`src/ccr_pkg.sv`:
```
package ccr_pkg;
  localparam logic [7:0] REG_INPUT_SRC  = 8'h00;
  localparam logic [7:0] REG_DATA_LINE  = 8'h01;
  localparam logic [7:0] REG_ADC_DETECT = 8'h02;
  localparam logic [7:0] REG_LAST       = 8'h14;
  localparam logic [7:0] RD_BEYOND      = 8'hFF;
  localparam logic [7:0] RST_INPUT_SRC  = 8'h48;
  localparam logic [7:0] RST_DATA_LINE  = 8'h01;
  localparam logic [7:0] RST_ADC_DETECT = 8'h1D;
  localparam int HIZ_BIT = 7;
  localparam int EXTLIM_BIT = 6;
  localparam int TWELVE_BIT = 1;
  localparam int DPMOS_BIT = 0;
  localparam int ADCST_BIT = 7;
  localparam int ADCCONT_BIT = 6;
  localparam int BFREQ_BIT = 5;
  localparam int ICO_BIT = 4;
  localparam int HIGH_VOLTAGE_CHARGER_PORT_BIT = 3;
  localparam int ADJ_BIT = 2;
  localparam int FDET_BIT = 1;
  localparam int AUTO_BIT = 0;
  localparam logic [2:0] LVL_SHORT = 3'h7;
  // input current limit codes, 50mA per step above a 100mA floor
  // the floor is what lets the all-ones code reach 3.25A and the reset code mean 500mA
  localparam logic [5:0] EXT_LIMIT_PIN_500  = 6'h08;
  localparam logic [5:0] EXT_LIMIT_PIN_1000 = 6'h12;
  localparam logic [5:0] EXT_LIMIT_PIN_1500 = 6'h1C;
  localparam logic [5:0] EXT_LIMIT_PIN_2000 = 6'h26;
  localparam logic [5:0] EXT_LIMIT_PIN_2100 = 6'h28;
  localparam logic [5:0] EXT_LIMIT_PIN_2400 = 6'h2E;
  localparam logic [5:0] EXT_LIMIT_PIN_3250 = 6'h3F;
  typedef enum logic [3:0] {
    SRC_SDP, SRC_CDP, SRC_DCP, SRC_ADJ_HV, SRC_UNKNOWN,
    SRC_NS_1A, SRC_NS_2A, SRC_NS_2A1, SRC_NS_2A4, SRC_PSEL
  } ccr_src_e;
endpackage

```
`src/ccr_regs.sv`:
```
`timescale 1ns/1ns
// Operation
// - reg 0x00 bit 7 high-impedance enable, cleared by register reset or watchdog
// - reg 0x00 bit 6 external limit pin enable, default 1, both resets
// - reg 0x00 bits 5:0 input current limit, only register reset restores
// - detection variant loads limit by detected source type
// - select-pin detection: high gives 500mA, low gives 3.25A
// - reg 0x01 bits 7:5 select D+ driver level, default 000
// - reg 0x01 bits 4:2 D- level, 110 and 111 both 3.3V
// - D+ code 111 shorts D+ to D-; both driver level outputs keep their written codes
// - reg 0x01 bit 1 requests 12V, software only, default 0
// - reg 0x01 bit 0 DPM offset, default 1, software only
// - writing 1 starts ADC; reads 1 while converting or detecting
// - continuous mode makes ADC start bit read-only
// - reg 0x02 bit 6 selects one-shot or 1s continuous conversion
// - reg 0x02 bit 5 boost frequency, default 0, both resets
// - boost frequency writes ignored while boost output enabled
// - reg 0x02 bit 4 optimizer enable, default 1, register reset only
// - reg 0x02 bit 3 high-voltage charger handshake enable, default 1
// - reg 0x02 bit 2 adjustable adapter handshake enable, default 1
// - writing 1 forces detection; reads 0 when idle; both resets
// - reg 0x02 bit 0 enables automatic detection on plug-in
// - watchdog keeps input limit and DPM settings
// - reads beyond 0x14 return 0xFF
module ccr_regs
  import ccr_pkg::*;
#(
  parameter bit HAS_DPDM = 1'b1
)(
  input  wire logic              clk,
  input  wire logic              rst_n,
  input  wire logic              regWrite,
  input  wire logic              regRead,
  input  wire logic [7:0]        regAddr,
  input  wire logic [7:0]        regWdata,
  output logic [7:0]             regRdata,
  output logic                   regAck,
  input  wire logic              registerReset,
  input  wire logic              watchdogExpire,
  input  wire logic              boostOutputEnable,
  input  wire logic              powerSelectPin,
  input  wire logic              vbusPlugIn,
  input  wire logic              adcBusy,
  input  wire logic              adcTick,
  input  wire logic              detectDone,
  input  wire ccr_pkg::ccr_src_e detectType,
  output logic                   inputHizEnable,
  output logic                   extLimitPinEnable,
  output logic [5:0]             inputCurrentLimit,
  output logic [2:0]             dpDriverLevel,
  output logic [2:0]             dmDriverLevel,
  output logic                   dataLineShort,
  output logic                   twelveVoltRequest,
  output logic                   inputVoltageDpmOffset,
  output logic                   adcStartPulse,
  output logic                   adcContinuous,
  output logic                   boostSwitchFreq,
  output logic                   inputOptimizerEnable,
  output logic                   hvHandshakeEnable,
  output logic                   adjHandshakeEnable,
  output logic                   detectStart
);
  import ccr_pkg::*;

  // ----------------------------------------------------------------
  // input synchronisers
  // ----------------------------------------------------------------
  logic [1:0] pselSync_r;
  logic [1:0] plugSync_r;
  logic       plugSeen_r;
  always_ff @(posedge clk or negedge rst_n) begin
    if (!rst_n) begin
      pselSync_r <= 2'h0;
      plugSync_r <= 2'h0;
      plugSeen_r <= 1'b0;
    end else begin
      pselSync_r <= {pselSync_r[0], powerSelectPin};
      plugSync_r <= {plugSync_r[0], vbusPlugIn};
      plugSeen_r <= plugSync_r[1];
    end
  end
  wire plugRise = plugSync_r[1] & ~plugSeen_r;

  // ----------------------------------------------------------------
  // register state
  // ----------------------------------------------------------------
  logic [7:0] srcReg_r, srcReg_nxt;
  logic [7:0] lineReg_r, lineReg_nxt;
  logic [7:0] adcReg_r, adcReg_nxt;
  logic       adcActive_r, adcActive_nxt;
  logic       detActive_r, detActive_nxt;

  wire wrSrc  = regWrite & (regAddr == REG_INPUT_SRC);
  wire wrLine = regWrite & (regAddr == REG_DATA_LINE);
  wire wrAdc  = regWrite & (regAddr == REG_ADC_DETECT);
  wire contMode = adcReg_r[ADCCONT_BIT];
  wire startReq = wrAdc & regWdata[ADCST_BIT] & ~contMode;
  wire forceReq = wrAdc & regWdata[FDET_BIT];
  wire autoReq  = plugRise & adcReg_r[AUTO_BIT];
  wire detReq   = HAS_DPDM & (forceReq | autoReq);

  logic [5:0] detLimit;
  ccr_source_limit u_limit (
    .srcType         (detectType),
    .powerSelectHigh (pselSync_r[1]),
    .limitCode       (detLimit)
  );

  // ----------------------------------------------------------------
  // next-state
  // ----------------------------------------------------------------
  always_comb begin
    srcReg_nxt    = srcReg_r;
    lineReg_nxt   = lineReg_r;
    adcReg_nxt    = adcReg_r;
    adcActive_nxt = adcActive_r;
    detActive_nxt = detActive_r;
    if (wrSrc) begin
      srcReg_nxt = regWdata;
    end
    if (wrLine) begin
      lineReg_nxt = regWdata;
    end
    if (wrAdc) begin
      adcReg_nxt[ADCCONT_BIT:0] = regWdata[ADCCONT_BIT:0];
      adcReg_nxt[FDET_BIT] = 1'b0;
      if (boostOutputEnable) begin
        adcReg_nxt[BFREQ_BIT] = adcReg_r[BFREQ_BIT];
      end
    end
    adcReg_nxt[ADCST_BIT] = 1'b0;
    // completion first so a new request in the same cycle still wins
    if (detectDone) begin
      detActive_nxt = 1'b0;
      if (HAS_DPDM) begin
        srcReg_nxt[5:0] = detLimit;
      end
    end
    if (!adcBusy && !startReq) begin
      adcActive_nxt = 1'b0;
    end
    if (startReq || (contMode && adcTick)) begin
      adcActive_nxt = 1'b1;
    end
    if (detReq) begin
      detActive_nxt = 1'b1;
    end
    if (watchdogExpire) begin
      // limit and DPM offset survive the watchdog
      srcReg_nxt[HIZ_BIT]    = RST_INPUT_SRC[HIZ_BIT];
      srcReg_nxt[EXTLIM_BIT] = RST_INPUT_SRC[EXTLIM_BIT];
      adcReg_nxt[ADCCONT_BIT:BFREQ_BIT] = RST_ADC_DETECT[ADCCONT_BIT:BFREQ_BIT];
      adcActive_nxt = 1'b0;
      detActive_nxt = 1'b0;
    end
    if (registerReset) begin
      srcReg_nxt = RST_INPUT_SRC;
      adcReg_nxt = RST_ADC_DETECT;
      adcActive_nxt = 1'b0;
      detActive_nxt = 1'b0;
    end
  end

  always_ff @(posedge clk or negedge rst_n) begin
    if (!rst_n) begin
      srcReg_r    <= RST_INPUT_SRC;
      lineReg_r   <= RST_DATA_LINE;
      adcReg_r    <= RST_ADC_DETECT;
      adcActive_r <= 1'b0;
      detActive_r <= 1'b0;
    end else begin
      srcReg_r    <= srcReg_nxt;
      lineReg_r   <= lineReg_nxt;
      adcReg_r    <= adcReg_nxt;
      adcActive_r <= adcActive_nxt;
      detActive_r <= detActive_nxt;
    end
  end

  // ----------------------------------------------------------------
  // read path
  // ----------------------------------------------------------------
  wire [7:0] adcView = {adcActive_r | detActive_r, adcReg_r[ADCCONT_BIT:AUTO_BIT + 2],
                        detActive_r, adcReg_r[AUTO_BIT]};
  logic [7:0] rdMux;
  always_comb begin
    if (regAddr == REG_INPUT_SRC) begin
      rdMux = srcReg_r;
    end else if (regAddr == REG_DATA_LINE) begin
      rdMux = lineReg_r;
    end else if (regAddr == REG_ADC_DETECT) begin
      rdMux = adcView;
    end else if (regAddr > REG_LAST) begin
      rdMux = RD_BEYOND;
    end else begin
      rdMux = 8'h00;
    end
  end

  // ----------------------------------------------------------------
  // registered outputs
  // ----------------------------------------------------------------
  wire shortReq = (lineReg_nxt[7:5] == LVL_SHORT);
  always_ff @(posedge clk or negedge rst_n) begin
    if (!rst_n) begin
      regRdata              <= 8'h00;
      regAck                <= 1'b0;
      inputHizEnable        <= RST_INPUT_SRC[HIZ_BIT];
      extLimitPinEnable     <= RST_INPUT_SRC[EXTLIM_BIT];
      inputCurrentLimit     <= RST_INPUT_SRC[5:0];
      dpDriverLevel         <= RST_DATA_LINE[7:5];
      dmDriverLevel         <= RST_DATA_LINE[4:2];
      dataLineShort         <= 1'b0;
      twelveVoltRequest     <= RST_DATA_LINE[TWELVE_BIT];
      inputVoltageDpmOffset <= RST_DATA_LINE[DPMOS_BIT];
      adcStartPulse         <= 1'b0;
      adcContinuous         <= RST_ADC_DETECT[ADCCONT_BIT];
      boostSwitchFreq       <= RST_ADC_DETECT[BFREQ_BIT];
      inputOptimizerEnable  <= RST_ADC_DETECT[ICO_BIT];
      hvHandshakeEnable     <= RST_ADC_DETECT[HIGH_VOLTAGE_CHARGER_PORT_BIT];
      adjHandshakeEnable    <= RST_ADC_DETECT[ADJ_BIT];
      detectStart           <= 1'b0;
    end else begin
      regRdata              <= regRead ? rdMux : regRdata;
      regAck                <= regRead | regWrite;
      inputHizEnable        <= srcReg_nxt[HIZ_BIT];
      extLimitPinEnable     <= srcReg_nxt[EXTLIM_BIT];
      inputCurrentLimit     <= srcReg_nxt[5:0];
      dpDriverLevel         <= lineReg_nxt[7:5];
      dmDriverLevel         <= lineReg_nxt[4:2];
      dataLineShort         <= shortReq;
      twelveVoltRequest     <= lineReg_nxt[TWELVE_BIT];
      inputVoltageDpmOffset <= lineReg_nxt[DPMOS_BIT];
      adcStartPulse         <= (startReq | (contMode & adcTick)) & ~registerReset
                               & ~watchdogExpire;
      adcContinuous         <= adcReg_nxt[ADCCONT_BIT];
      boostSwitchFreq       <= adcReg_nxt[BFREQ_BIT];
      inputOptimizerEnable  <= adcReg_nxt[ICO_BIT];
      hvHandshakeEnable     <= HAS_DPDM & adcReg_nxt[HIGH_VOLTAGE_CHARGER_PORT_BIT];
      adjHandshakeEnable    <= HAS_DPDM & adcReg_nxt[ADJ_BIT];
      detectStart           <= detReq & ~registerReset & ~watchdogExpire;
    end
  end
endmodule

```
`src/ccr_source_limit.sv`:
```
`timescale 1ns/1ns
// maps detected source to an input current limit code
module ccr_source_limit
  import ccr_pkg::*;
(
  input  wire ccr_pkg::ccr_src_e srcType,
  input  wire logic              powerSelectHigh,
  output logic [5:0]             limitCode
);
  import ccr_pkg::*;

  always_comb begin
    unique case (srcType)
      SRC_SDP:     limitCode = EXT_LIMIT_PIN_500;
      SRC_CDP:     limitCode = EXT_LIMIT_PIN_1500;
      SRC_DCP:     limitCode = EXT_LIMIT_PIN_3250;
      SRC_ADJ_HV:  limitCode = EXT_LIMIT_PIN_1500;
      SRC_UNKNOWN: limitCode = EXT_LIMIT_PIN_500;
      SRC_NS_1A:   limitCode = EXT_LIMIT_PIN_1000;
      SRC_NS_2A:   limitCode = EXT_LIMIT_PIN_2000;
      SRC_NS_2A1:  limitCode = EXT_LIMIT_PIN_2100;
      SRC_NS_2A4:  limitCode = EXT_LIMIT_PIN_2400;
      SRC_PSEL:    limitCode = powerSelectHigh ? EXT_LIMIT_PIN_500 : EXT_LIMIT_PIN_3250;
      default:     limitCode = EXT_LIMIT_PIN_500;
    endcase
  end
endmodule

```
`config.mk`:
```
export PLATFORM = sky130hd
export DESIGN_NAME = ccr_regs
export DESIGN_NICKNAME = d
export VERILOG_FILES = /design/src/ccr_pkg.sv /design/src/ccr_regs.sv /design/src/ccr_source_limit.sv
export SDC_FILE = /design/constraint.sdc
export NUM_CORES = 1
export LEC_CHECK = 0
export BUFFER_PORTS_ARGS = -buffer_cell sky130_fd_sc_hd__buf_4
export CORE_AREA = 4 4 60 83
export CTS_CLUSTER_SIZE = 10
export DETAILED_ROUTE_END_ITERATION = 7
export DIE_AREA = 0 0 64 87
export MAX_ROUTING_LAYER = met4
export PLACE_DENSITY = 0.74
export SLEW_MARGIN = 20
export SYNTH_ARGS = -nofsm -noshare
export SYNTH_HDL_FRONTEND = slang
export SYNTH_HIERARCHICAL = 1
export SYNTH_SLANG_ARGS = --single-unit
```
`constraint.sdc`:
```
create_clock -name clk -period 1.7 [get_ports clk]
set_input_delay 0.34 -clock clk [delete_from_list [all_inputs] [get_ports clk]]
set_output_delay 0.34 -clock clk [all_outputs]
set_load 0.005 [all_outputs]
```
# After elaboration in Yosys (flattened, before gate mapping)

Cells that the tools add are included.

Register bits: 62
Output and inout bits: 33
Input bits: 32
Word-level logic and storage cells: 92

Reduce and logical (&&, ||, !) cells: 10
Order comparisons: 1
Bitwise gates (word level): 21
Mux-type cells: 23
Equal/unequal tests: 11

Operators with widths:

| cell                                                                            | count |
|---|---|
| 8-bit two-way mux                                                               | 7 |
| 6-bit case mux with 7 select lines                                              | 1 |
| 7-bit two-way mux                                                               | 2 |
| 1-bit AND                                                                       | 13 |
| 4-bit by 3-bit equality test with 1-bit output, second input constant           | 3 |
| 6-bit two-way mux                                                               | 2 |
| 1-bit two-way mux                                                               | 9 |
| 4-bit by 2-bit equality test with 1-bit output, second input constant           | 2 |
| 4-bit equality test, second input constant                                      | 2 |
| 8-bit by 1-bit equality test with 1-bit output, second input constant           | 1 |
| 8-bit by 2-bit equality test with 1-bit output, second input constant           | 1 |
| 8-bit by 5-bit greater-than comparator with 1-bit output, second input constant | 1 |
| 8-bit zero test                                                                 | 1 |
| 4-bit nonzero test                                                              | 2 |
| 4-bit by 1-bit equality test with 1-bit output, second input constant           | 1 |
| 2-bit two-way mux                                                               | 2 |
| 1-bit inverter                                                                  | 4 |
| 1-bit bitwise OR                                                                | 4 |
| 3-bit equality test, second input constant                                      | 1 |
| 1-bit logical AND                                                               | 2 |
| 1-bit zero test                                                                 | 2 |
| 2-bit nonzero test                                                              | 1 |
| 2-bit OR reduction                                                              | 1 |
| 1-bit logical OR                                                                | 1 |

# Depth between registers and ports, before layout

Depth after elaboration: 10
Depth in mapped cells: 6
Depth with buffers taken out: 5

# Cells and area by module

The synthesis kept the hierarchy.

Modules (own cells, without submodules):

| module           | cells each | times used | area an instance (um2) |
|---|---|---|---|
| ccr_regs         | 189        | 1          | 1956.9 |
| ccr_source_limit | 21         | 1          | 140.1 |

# Least setup slack after synthesis

OpenSTA, ideal clock, no wires.

Kind: in2reg
From: input port regAddr[5]
To: register inputCurrentLimit[1]
Stages on the path: 5
Setup slack: 225 ps
Library setup time: 122 ps
Path buffers: 1
Required time: 1578 ps
Data arrival time: 1353 ps
Cell sequence: nor4_4 > and3_1 > buf_4 > nor3_1 > a2111oi_1

Word-level cells in the longest chain between the ends: 5

Ends and longest elaborated chain:

| element                | line            | source |
|---|---|---|
| start: declaration     | ccr_regs.sv:34  | `input wire logic [7:0] regAddr,` |
| 8-bit zero test        | ccr_regs.sv:93  | `wire wrSrc = regWrite & (regAddr == REG_INPUT_SRC);` |
| 1-bit AND              | ccr_regs.sv:93  |  |
| 8-bit two-way mux      | ccr_regs.sv:118 | `if (wrSrc) begin` |
| 6-bit two-way mux      | ccr_regs.sv:133 | `if (detectDone) begin` |
| 8-bit two-way mux      | ccr_regs.sv:156 | `if (registerReset) begin` |
| end signal: assignment | ccr_regs.sv:210 | `inputCurrentLimit <= RST_INPUT_SRC[5:0];` |
| end signal: assignment | ccr_regs.sv:228 | `inputCurrentLimit <= srcReg_nxt[5:0];` |
| end: declaration       | ccr_regs.sv:49  | `output logic [5:0] inputCurrentLimit,` |

Every way passes these cells.
A chain may end at the register's enable or synchronous reset.

# Worst setup path in the final report

From: input port regAddr[4]
To: register inputCurrentLimit[1]

The elaborated chain is that of the path after synthesis.

==> reports/qor.yml <==
status: "completed"
synth-seq-cells: 41
endpoint_kind: "flip-flop"
avgSynthCellArea_um2: 9.986
grt_pass1_wl_um: 9066
fp-row-count: 28
dieWidth_um: 64
rsz0062_at_grt: "false"
seqPwrFrac_pct: 52.0
via_per_inst: 5.562
min_period_ns: 1.498
synth-main-ff-cell: "dfrtp_1"
finalNetCount: 316
gp_congestion: 0.7959
hold_class: "primary input to asynchronous set/reset pin"
seq_area_frac_synth_pct: 49.34
holdBufCountCts: 0
boundaryPins: 65
cp.arrival_ns: 1.66
p_sw_uw: 505.1
clk_pin_slew_ns: 0.08
register_area_mm2: 0.001035
totalWireLength_um: 5585
htree_levels: 2
worstPathRequired_ns: 1.86
cellPowerDensity_mw_per_mm2: 723.4
ctsRootBufferMaster: "clkbuf_8"
ys_types: 43
tightest_slew_ns: 0.5197
instances_no_fill: 345
die_area_mm2: 0.005568
cts_tree: "yes"
syn-cell-area_mm2: 0.002097
worstRegToRegCells: 5
fillers: 378
insertion_delay_ns: 0.30
p_clk_share_pct: 32.4
maxSlewViolCount: 0
drive_gt1_share_pct: 37.89
max_freq_mhz: 667.4
grt_pass1_vias: 1858
initial_core_util_pct: 49.47
synth.net_count: 242
gr-usage-all-layers_pct: 21.62
antenna_found_initial: 0
worstSetupPathType: "primary input to flip-flop"
grt_max_degree: 42
route.detailed.drc: 0
r2r_end: "inputCurrentLimit[1]"
dp_hpwl_um: 4120
ys_top_cells_by_area: "dfrtp_1 41%, dfstp_2 8.8%, a21oi_1 4.5%"
synth_edf_count: 0
cts_buffers: 5
internal_power_mw: 1.514
relSlewSlack_pct: 65.35
design.core.area_mm2: 0.004239
routed-via-count: 1919
antenna_cells: 0
met3_usage_pct: 3.747
grt_use_met1_pct: 24.64
critPathMaxFanout: 6
globalRouteOverflowTotal: 0
cellLeakagePower_nw: 1.327
yosys_warnings: 6
syn_inst: 210
cts_setup_buffers: 0
finalSetupViolCount: 0
clockBufferDepth: 2
cap_violations: 0
irDropWorstVdd_v: 0.0005918
dpl.cell_count: 337
fin_ws_ns: 0.2018
setup_tns_ns: 0
multi_input_area_um2: 975.9
hold_violations: 0
wl_per_cell_um: 16.19
async_reset_ff_share_pct: 100.0
cp-start-kind: "primary input"
drtAntennaViolNets: 0
reg2reg_from: "pselSync_r[1]"
first_iter_violations: 95
use_met2_pct: 37.72
post-place-ws_ns: -0.1733
skew_ns: 0.005462
switching_share_pct: 25.01
yosys.area.top_type: "dfrtp_1"
numClockSinks: 41
ctsResizeCount: 0
rrSetupSlack_ns: 0.33
final_core_util_pct: 65.85
finalCritPeriodShare_pct: 88.13
io_buffers: 64
top_usage_layer: "met2"
power_frac_comb_pct: 15.7
chipHeight_um: 87
dr.pass1.iters: 4
syn2layout_area_growth_pct: 33.11
synth_top_area_share_pct: 40.57
-- Yosys cell counts, types with 2 or more instances --
master,n
mux2_2,8
dfrtp_1,34
nand3_1,5
inv_1,8
buf_4,4
a21o_1,9
a21oi_1,19
and2_1,2
nand3b_1,3
a22oi_1,3
o21ai_0,17
clkbuf_1,4
dfstp_2,7
nor2b_1,13
nor3_1,12
buf_1,2
a2111oi_1,4
a211o_1,4
a31oi_1,5
o22ai_1,3
nor2_1,9
or2_2,3
nand2_1,12
-- registers in the layout, summed over array words and instances (netlist names) --
signal             flops
inputCurrentLimit      5
detActive_r            1
lineReg_r              3
srcReg_r               2
plugSeen_r             1
adcReg_r               6
regAck                 1
regRdata               8
adcActive_r            1
dmDriverLevel          2
inputHizEnable         1
pselSync_r             2
plugSync_r             2
adcStartPulse          1
dpDriverLevel          3
detectStart            1
dataLineShort          1
-- critical path: stages --
cell	delay (ns)
buf_4	0.13
nor4_2	0.38
and3_2	0.35
nor3_1	0.06
a2111oi_1	0.40
-- worst max path at each step --
stage | cells after the start | to | slack, ns | from
2_1_floorplan | 5 | inputCurrentLimit[1] | 0.23 | regAddr[5]
3_3_place_gp | 5 | inputCurrentLimit[1] | -0.07 | regAddr[5]
3_5_place_dp | 5 | inputCurrentLimit[1] | -0.17 | regAddr[5]
4_1_cts | 5 | inputCurrentLimit[1] | 0.12 | regAddr[5]
5_1_grt | 5 | inputCurrentLimit[1] | 0.02 | regAddr[4]
6_report | 5 | inputCurrentLimit[1] | 0.20 | regAddr[4]
-- cell families after synthesis --
kind of cell / share of synthesized area, %
mux: 4.773
buf+inv: 4.176
simple gates: 19.15
flops: 49.34
compound gates: 22.14
xor+xnor: 0.4177
-- placed cells by master, fill, tap and decap left out, types with 6 or more instances in the layout --
master,instances
buf_4,78
dfstp_2,7
nor2_1,9
a21oi_1,19
nand2_1,12
a21o_1,9
dfrtp_1,34
nor3_1,12
inv_1,8
clkbuf_8,6
o21ai_0,17
mux2_2,8
nor2b_1,13
-- routing by layer --
layer  vias to the layer above  share of wire, %
met3                         9               6.0
li1                        913                 -
met4                         0               1.8
met1                       932                39
met5                         -                 0
met2                        65                53
-- layout make-up --
cell class | instances | share of cell area [%]
Clock buffer | 8 | 3.227
Inverter | 8 | 1.076
Tap cell | 60 | 2.689
Timing Repair Buffer | 78 | 20.98
Sequential cell | 41 | 37.07
Multi-Input combinational cell | 150 | 34.96
-- through the flow --
step / power (mW) / cell area, um^2 / hold WS [ns]
6_report: 2.019 / 2791 / 0.006044
2_1_floorplan: 1.190 / 2097 / 0.04441
4_1_cts: 2.039 / 2790 / 0.02865
5_1_grt: 2.110 / 2791 / 0.03918
3_3_place_gp: 1.379 / 2700 / 0.3357
3_5_place_dp: 1.386 / 2700 / 0.3380
-- power groups by stage --
stage	clock, mW	sequential (mW)	combinational (mW)
final	0.653	1.05	0.317
after global routing	0.705	1.05	0.351
after CTS	0.670	1.05	0.320
after detailed placement	0	1.07	0.319
after global placement	0	1.07	0.313
after floorplan	0	1.06	0.127
Note: power is estimated with default switching activity, not from simulation.
